**src/verilog/i2c_cfg_consts.vh**
```
// Purpose: constants of the two-wire role and target configuration block
// Assumes: 32-bit APB byte addresses, one aligned word per register
// Notes: definitions only
`ifndef I2C_CFG_CONSTS_VH
`define I2C_CFG_CONSTS_VH

`define ADDR_CFG 32'h50001300
`define ADDR_TAR 32'h50001304
`define ADDR_SAR 32'h50001308
`define ADDR_CMD 32'h50001310
`define ADDR_STAT 32'h50001334
`define ADDR_ON 32'h5000136c

`define CFG_SLV_DIS 6
`define CFG_RESTART 5
`define CFG_MWIDE 4
`define CFG_SWIDE 3
`define CFG_SPD_HI 2
`define CFG_SPD_LO 1
`define CFG_MEN 0
`define CFG_MASK 16'h007f
`define CFG_RST 16'h007d

`define TAR_SPECIAL 11
`define TAR_PICK 10
`define TAR_MASK 16'h0fff
`define TAR_RST 16'h0055
`define SAR_RST 10'h055

`define CMD_READ 8
`define STAT_BUSY 0
`define STAT_GC 1
`define STAT_LOOP 2
`define STAT_ABORT 6

`define SPEED_STD 2'h1
`define SPEED_FAST 2'h2
`define GC_ADDR 8'h00
`define START_BYTE 8'h01
`define WIDE_PREFIX 5'h1e

`endif

```
**src/verilog/sync_two_flop.v**
```verilog
// Purpose: two-flop synchroniser for pin inputs
// Assumes: inputs are asynchronous to clock
// Notes: first stage is read only by the second
`timescale 1ns/1ns
module sync_two_flop #(
  parameter W = 2
) (
  input wire clock,
  input wire arst_n,
  input wire [W-1:0] din,
  output reg [W-1:0] dout
);
  reg [W-1:0] stage1;

  always @(posedge clock or negedge arst_n) begin
    if (!arst_n) begin
      // pins idle high, so reset to that level to avoid a false edge
      stage1 <= {W{1'b1}};
      dout <= {W{1'b1}};
    end else begin
      stage1 <= din;
      dout <= stage1;
    end
  end
endmodule

```
**src/verilog/addr_header_gen.v**
```verilog
// Purpose: forms the address bytes a master transfer begins with
// Assumes: target and mode bits are stable while sampled
// Notes: purely combinational; the caller registers the result
`timescale 1ns/1ns
`include "i2c_cfg_consts.vh"
module addr_header_gen (
  input wire [9:0] target,
  input wire wide,
  input wire special,
  input wire pick,
  input wire read,
  output reg [7:0] firstByte,
  output reg [7:0] secondByte,
  output reg twoBytes,
  output reg startBytePre
);
  always @* begin
    firstByte = {target[6:0], read};
    secondByte = 8'h00;
    twoBytes = 1'b0;
    startBytePre = special & pick;
    if (special && !pick) begin
      // general call ignores the target bits
      firstByte = `GC_ADDR;
    end else if (wide) begin
      firstByte = {`WIDE_PREFIX, target[9:8], read};
      secondByte = target[7:0];
      twoBytes = 1'b1;
    end
  end
endmodule

```
**src/verilog/i2c_role_target_cfg.v**
```verilog
// Purpose: role, speed and target configuration of a two-wire controller
// Assumes: APB master on clock; scl and sda pins are asynchronous
// Notes: every output is registered; apb answers after one wait state
//
// Implementation choice: the APB register port.
`timescale 1ns/1ns
`include "i2c_cfg_consts.vh"
module i2c_role_target_cfg (
  input wire clock,
  input wire arst_n,
  input wire psel,
  input wire penable,
  input wire pwrite,
  input wire [31:0] paddr,
  input wire [31:0] pwdata,
  output reg [31:0] prdata,
  output reg pready,
  output reg pslverr,
  input wire sclIn,
  input wire sdaIn,
  output reg masterEnable,
  output reg slaveEnable,
  output reg restartEnable,
  output reg initiatorWide,
  output reg responderWide,
  output reg speedStd,
  output reg speedFast,
  output reg [9:0] ownAddress,
  output reg cmdValid,
  output reg cmdRead,
  output reg [7:0] cmdData,
  output reg [7:0] headerFirst,
  output reg [7:0] headerSecond,
  output reg headerTwoBytes,
  output reg headerStartByte,
  output reg busBusy
);
  reg [15:0] roleCfg;
  reg [15:0] target;
  reg [9:0] ownResponderAddress;
  reg controllerOnSwitch;
  reg transmitAbortFlag;
  reg gcMode;
  reg loopDirSet;
  reg loopDir;
  reg sclPrev;
  reg sdaPrev;
  wire [1:0] pinSync;
  wire sclNow;
  wire sdaNow;
  wire [7:0] genFirst;
  wire [7:0] genSecond;
  wire genTwo;
  wire genStart;
  wire apbDone;
  wire wrDone;
  wire hitCfg;
  wire hitTar;
  wire hitSar;
  wire hitCmd;
  wire hitStat;
  wire hitOn;
  wire mapped;
  wire special;
  wire pick;
  wire gcNow;
  wire cmdIsRead;
  wire selfTarget;
  wire loopback;
  wire abortGc;
  wire abortLoop;
  wire abortSelf;
  wire cmdPush;
  wire cmdAbort;
  wire abortClr;
  wire startSeen;
  wire stopSeen;
  reg [31:0] next_prdata;

  sync_two_flop #(
    .W(2)
  ) u_pin_sync (
    .clock(clock),
    .arst_n(arst_n),
    .din({sclIn, sdaIn}),
    .dout(pinSync)
  );

  assign sclNow = pinSync[1];
  assign sdaNow = pinSync[0];

  addr_header_gen u_header (
    .target(target[9:0]),
    .wide(roleCfg[`CFG_MWIDE]),
    .special(special),
    .pick(pick),
    .read(cmdIsRead),
    .firstByte(genFirst),
    .secondByte(genSecond),
    .twoBytes(genTwo),
    .startBytePre(genStart)
  );

  // bus decode
  assign hitCfg = (paddr == `ADDR_CFG);
  assign hitTar = (paddr == `ADDR_TAR);
  assign hitSar = (paddr == `ADDR_SAR);
  assign hitCmd = (paddr == `ADDR_CMD);
  assign hitStat = (paddr == `ADDR_STAT);
  assign hitOn = (paddr == `ADDR_ON);
  assign mapped = hitCfg | hitTar | hitSar | hitCmd | hitStat | hitOn;
  assign apbDone = psel & penable & pready;
  assign wrDone = apbDone & pwrite & mapped;

  assign special = target[`TAR_SPECIAL];
  assign pick = target[`TAR_PICK];
  assign gcNow = special & ~pick;
  assign cmdIsRead = pwdata[`CMD_READ];

  // 7-bit slave mode only compares the low seven bits
  assign selfTarget = roleCfg[`CFG_SWIDE] ?
    (target[9:0] == ownResponderAddress) :
    (target[6:0] == ownResponderAddress[6:0]);
  assign loopback = selfTarget & ~special;

  assign abortGc = cmdIsRead & (gcMode | gcNow);
  // shared fifos: the first direction is kept while loopback lasts
  assign abortLoop = loopback & slaveEnable & loopDirSet &
    (cmdIsRead != loopDir);
  // no own slave to answer, so self-addressing is refused
  assign abortSelf = loopback & ~slaveEnable;

  assign cmdPush = wrDone & hitCmd & controllerOnSwitch & masterEnable;
  assign cmdAbort = cmdPush & (abortGc | abortLoop | abortSelf);
  assign abortClr = wrDone & hitStat & pwdata[`STAT_ABORT];

  assign startSeen = sclNow & sclPrev & sdaPrev & ~sdaNow;
  assign stopSeen = sclNow & sclPrev & ~sdaPrev & sdaNow;

  // apb handshake with one wait state so prdata comes from a flop
  always @(posedge clock or negedge arst_n) begin
    if (!arst_n) begin
      pready <= 1'b0;
      pslverr <= 1'b0;
      prdata <= 32'h00000000;
    end else begin
      pready <= psel & penable & ~pready;
      if (psel && penable && !pready) begin
        pslverr <= ~mapped;
        prdata <= next_prdata;
      end else begin
        pslverr <= 1'b0;
      end
    end
  end

  always @* begin
    next_prdata = 32'h00000000;
    if (!pwrite) begin
      if (hitCfg) begin
        next_prdata = {16'h0000, roleCfg & `CFG_MASK};
      end else if (hitTar) begin
        next_prdata = {16'h0000, target & `TAR_MASK};
      end else if (hitSar) begin
        next_prdata = {22'h000000, ownResponderAddress};
      end else if (hitStat) begin
        next_prdata[`STAT_ABORT] = transmitAbortFlag;
        next_prdata[`STAT_BUSY] = busBusy;
        next_prdata[`STAT_GC] = gcMode;
        next_prdata[`STAT_LOOP] = loopback;
      end else if (hitOn) begin
        next_prdata[0] = controllerOnSwitch;
      end
    end
  end

  // configuration registers
  always @(posedge clock or negedge arst_n) begin
    if (!arst_n) begin
      roleCfg <= `CFG_RST;
      target <= `TAR_RST;
      ownResponderAddress <= `SAR_RST;
      controllerOnSwitch <= 1'b0;
    end else if (wrDone) begin
      if (hitCfg) begin
        roleCfg <= pwdata[15:0] & `CFG_MASK;
      end
      // one write holds the address for repeated start bytes
      if (hitTar) begin
        target <= pwdata[15:0] & `TAR_MASK;
      end
      if (hitSar && !controllerOnSwitch) begin
        ownResponderAddress <= pwdata[9:0];
      end
      if (hitOn) begin
        controllerOnSwitch <= pwdata[0];
      end
    end
  end

  // role and speed outputs decoded from the stored fields
  always @(posedge clock or negedge arst_n) begin
    if (!arst_n) begin
      masterEnable <= 1'b1;
      slaveEnable <= 1'b0;
      restartEnable <= 1'b1;
      initiatorWide <= 1'b1;
      responderWide <= 1'b1;
      speedStd <= 1'b0;
      speedFast <= 1'b1;
      ownAddress <= `SAR_RST;
    end else begin
      masterEnable <= roleCfg[`CFG_MEN];
      slaveEnable <= ~roleCfg[`CFG_SLV_DIS];
      restartEnable <= roleCfg[`CFG_RESTART];
      initiatorWide <= roleCfg[`CFG_MWIDE];
      responderWide <= roleCfg[`CFG_SWIDE];
      // codes 0 and 3 select neither speed
      speedStd <= (roleCfg[`CFG_SPD_HI:`CFG_SPD_LO] ==
        `SPEED_STD);
      speedFast <= (roleCfg[`CFG_SPD_HI:`CFG_SPD_LO] ==
        `SPEED_FAST);
      ownAddress <= roleCfg[`CFG_SWIDE] ? ownResponderAddress :
        {3'b000, ownResponderAddress[6:0]};
    end
  end

  // command push toward the master engine
  always @(posedge clock or negedge arst_n) begin
    if (!arst_n) begin
      cmdValid <= 1'b0;
      cmdRead <= 1'b0;
      cmdData <= 8'h00;
      headerFirst <= 8'h00;
      headerSecond <= 8'h00;
      headerTwoBytes <= 1'b0;
      headerStartByte <= 1'b0;
    end else begin
      cmdValid <= cmdPush & ~cmdAbort;
      if (cmdPush && !cmdAbort) begin
        cmdRead <= cmdIsRead;
        cmdData <= pwdata[7:0];
        headerFirst <= genFirst;
        headerSecond <= genSecond;
        headerTwoBytes <= genTwo;
        headerStartByte <= genStart;
      end
    end
  end

  // general call mode and loopback direction
  always @(posedge clock or negedge arst_n) begin
    if (!arst_n) begin
      gcMode <= 1'b0;
      loopDirSet <= 1'b0;
      loopDir <= 1'b0;
    end else begin
      if (wrDone && hitTar && !pwdata[`TAR_SPECIAL]) begin
        gcMode <= 1'b0;
      end else if (cmdPush && !cmdAbort && gcNow) begin
        gcMode <= 1'b1;
      end
      if ((wrDone && (hitTar || hitSar)) || !controllerOnSwitch) begin
        loopDirSet <= 1'b0;
      end else if (cmdPush && !cmdAbort && loopback) begin
        loopDirSet <= 1'b1;
        loopDir <= cmdIsRead;
      end
    end
  end

  // abort flag: a new abort wins over a clear in the same cycle
  always @(posedge clock or negedge arst_n) begin
    if (!arst_n) begin
      transmitAbortFlag <= 1'b0;
    end else if (cmdAbort) begin
      transmitAbortFlag <= 1'b1;
    end else if (abortClr) begin
      transmitAbortFlag <= 1'b0;
    end
  end

  // bus activity from start and stop seen on the synchronised pins
  always @(posedge clock or negedge arst_n) begin
    if (!arst_n) begin
      sclPrev <= 1'b1;
      sdaPrev <= 1'b1;
      busBusy <= 1'b0;
    end else begin
      sclPrev <= sclNow;
      sdaPrev <= sdaNow;
      if (startSeen) begin
        busBusy <= 1'b1;
      end else if (stopSeen) begin
        busBusy <= 1'b0;
      end
    end
  end
endmodule

```
**config.mk**
```make
export PLATFORM = sky130hd
export DESIGN_NAME = i2c_role_target_cfg
export DESIGN_NICKNAME = d
export VERILOG_FILES = /design/src/verilog/sync_two_flop.v /design/src/verilog/addr_header_gen.v /design/src/verilog/i2c_role_target_cfg.v
export VERILOG_INCLUDE_DIRS = /design/src /design/src/verilog
export SDC_FILE = /design/constraint.sdc
export NUM_CORES = 1
export LEC_CHECK = 0
export ABC_AREA = 1
export BUFFER_PORTS_ARGS = -buffer_cell sky130_fd_sc_hd__buf_4
export CORE_MARGIN = 2
export CORE_UTILIZATION = 45
export CTS_CLUSTER_DIAMETER = 200
export DETAILED_ROUTE_END_ITERATION = 7
export PLACE_DENSITY_LB_ADDON = 0.12
export SYNTH_ARGS = -nofsm -noshare
export SYNTH_HDL_FRONTEND = slang
export SYNTH_SLANG_ARGS = --single-unit
```
**constraint.sdc**
```tcl
create_clock -name clock -period 3.3 [get_ports clock]
set_input_delay 0.165 -clock clock [delete_from_list [all_inputs] [get_ports clock]]
set_output_delay 0.165 -clock clock [all_outputs]
set_load 0.1 [all_outputs]
```
==> reports/qor.txt <==
Status: finished, final reports clean
Final GP Congestion: 0.848
Synth top cells by count: nand2_1, nor2_1, dfrtp_1
Port Buffers: 110
Clk_skew: 0.0170 ns
Final hold viol count: 0
Leakage power: 0.00294 uW
FP Rows: 36
Resized cells post-CTS: 0
Remaining antenna violation count: 0
Worst setup EP type: flop
Dpl ws: 0.960 ns
Top cell type's share of synthesized area: 0.386
Die height: 105 um
Final nets: 737
Inserted Clock Buffers: 9
Mapped Area: 4600 um^2
Req. time, crit path: 3.55 ns
Vias: 3919
Largest family of logic cells by synthesized area: simple AND/OR/NAND/NOR gates
Slew Limit Fails: 0
First-pass GRT wire length: 18.7 mm
Detailed-route DRC error count: 0
CTS tree: built
Synth Area in Compound Gates: 0.102
Antenna Cells: 0
Clk buf depth: 2
Synth Warn #: 0
Synth area leader: dfrtp_1
Synth Area in Simple Gates: 0.242
Post-CTS setup buffer count: 0
Number of global-route vias before repair: 3757
Crit path DAT: 2.57 ns
Worst setup margin: 0.988 ns
DRT Pass-1 Iters: 5
Pwr Total: 2340 uW
Tcrit/Tclk final: 0.701
Initial Util: 0.466
Instance count of the mapped netlist: 550
Pin count of the biggest net entering global routing: 43
Clock sinks: 100
Crit Path Class: reg -> reg
Initial antenna violation count: 0
Ys flop type: dfrtp_1
WL/cell: 14.2 um
Startpoint type of the worst setup path: flop
Gr ovfl total: 0
VDD IR max: 0.000194 V
Mean post-synth cell area: 8.36 um^2
# setup viols final: 0
Max Cap Viol: 0
Worst-Skew Late Latency: 0.38 ns
Total Routing Usage GR: 0.214
Seq cells post-synth: 100
IO Pins: 151
Fin util: 0.581
Worst-Margin Slew: 0.703 ns
H-tree lvl count: 3
Post-synthesis sequential area ratio: 0.552
Max Freq: 0.433 GHz
Core area: 9860 um^2
Die Area: 11000 um^2
Netlist cell types: 31
Setup TNS: 0 ns
Power per cell area: 409 nW/um^2
Worst min path class: in -> reg
WL final: 11.5 mm
Post-synthesis adder-cell area fraction: 0
EDFF count, synth: 0
RSZ-0062 raised after global routing: no
Horiz. Die Dim: 105 um
Clock Pin Slew Worst Setup and Hold Paths: 0.10 ns
Post-DR vias/cell: 4.87
Fraction of synthesized area in multiplexers: 0
Clock root buffer master: clkbuf_8
Area contributors post-synth: dfrtp_1, dfstp_2, nand2_1
Initial DRC Count: 263
Share of cells above drive strength 1: 0.259
Most common cell in the netlist: nand2_1
Post-DP HPWL: 8.43 mm
Final critical-path required period: 2.31 ns
Worst-path fanout max: 30
Area grow syn2layout: 24.7%
Worst slew margin: 0.530
Async S/R FF share, synth: 1.00
Xor and xnor area share after synthesis: 0.0114
## cell families (layout without fill, tap and decap cells)
kind of cell	count (synthesis)	in the layout
simple gates	266	266
flops	100	100
compound gates	89	89
buf+inv	88	190
xor+xnor	6	6
other cells	1	20
## worst paths after layout
path / startpoint / end / slack, ns / depth (start not counted)
setup / recovery: target[4] / cmdData[4] / 0.99 / 12
hold / removal: pwdata[10] / target[10] / 0.02 / 3
setup reg to reg: target[4] / cmdData[4] / 0.99 / 12
hold reg to reg: u_pin_sync.stage1[1] / u_pin_sync.dout[1] / 0.36 / 0
max in group asynchronous: arst_n / responderWide / 2.17 / 3
min in group asynchronous: arst_n / ownAddress[1] / 0.30 / 2
## registers in the layout (all words and copies together) (netlist names), 2 cells and up
name and cells:
u_pin_sync.dout 2, u_pin_sync.stage1 2, cmdData 8, ownAddress 10
prdata 12, target 12, ownResponderAddress 10, headerSecond 8
headerFirst 8, roleCfg 7
## critical path, stage by stage, from the launching register on
cell     delay (ns)
dfstp_2        0.61
inv_1          0.08
o21ai_0        0.26
nor2_1         0.07
nand3_1        0.07
nor2_1         0.06
nand3_1        0.07
nand2_1        0.08
inv_1          0.10
nand3_2        0.29
buf_4          0.35
nand2_1        0.08
o21ai_1        0.06
## where the power goes
part | total [uW] | switching (uW) | internal, uW
logic | 253 | 195 | 58.0
clock network | 850 | 478 | 372
registers | 1240 | 4.57 | 1240
total | 2340 | 677 | 1670
## placed cells by master, fill, tap and decap left out, drive strengths merged
| cell type | n |
|---|---|
| dlygate4sd3 | 3 |
| or2 | 1 |
| a221oi | 3 |
| xor2 | 1 |
| dfrtp | 71 |
| a31oi | 1 |
| a22oi | 3 |
| o21ai | 76 |
| clkinv | 2 |
| o211ai | 1 |
| and2 | 1 |
| conb | 20 |
| inv | 60 |
| nand4 | 1 |
| nor2 | 85 |
| and3 | 2 |
| a21oi | 4 |
| nand2 | 148 |
| nand3 | 28 |
| dfstp | 29 |
| clkinvlp | 1 |
| buf | 114 |
| clkbuf | 9 |
| xnor2 | 5 |
| o31ai | 1 |
| bufinv | 1 |
## repair_timing
item / 4_1_cts / 5_1_grt
endpoints found under the hold margin: 25 / 0
hold buffers: 3 / 0
endpoints found under the setup margin: 0 / 0
## final cells by class
type                       count  area [um^2]
multi-input combinational    381         1710
clock inverter                 7         93.8
inverter                      57          214
timing repair buffer         117          886
clock buffer                   9          124
sequential                   100         2540
fill                         946         4130
tap                          133          166
## through the flow
step | hold slack [ns] | cells | cell area, um^2
global route | 0.0134 | 804 | 5740
global placement | 0.178 | 785 | 5490
CTS | 0.0102 | 804 | 5740
floorplan | -0.131 | 569 | 4670
detailed placement | 0.179 | 785 | 5490
finish | 0.0183 | 804 | 5740
## metal layers
layer,vias to the layer above,track usage,wire length (um),share of wire
li1,1930,-,-,-
met1,1837,0.309,5380,0.47
met2,141,0.331,5210,0.45
met3,11,0.0381,762,0.067
met4,0,0.0600,107,0.0093
met5,-,0,0,0
No activity file was read; power rests on OpenSTA's default activity.
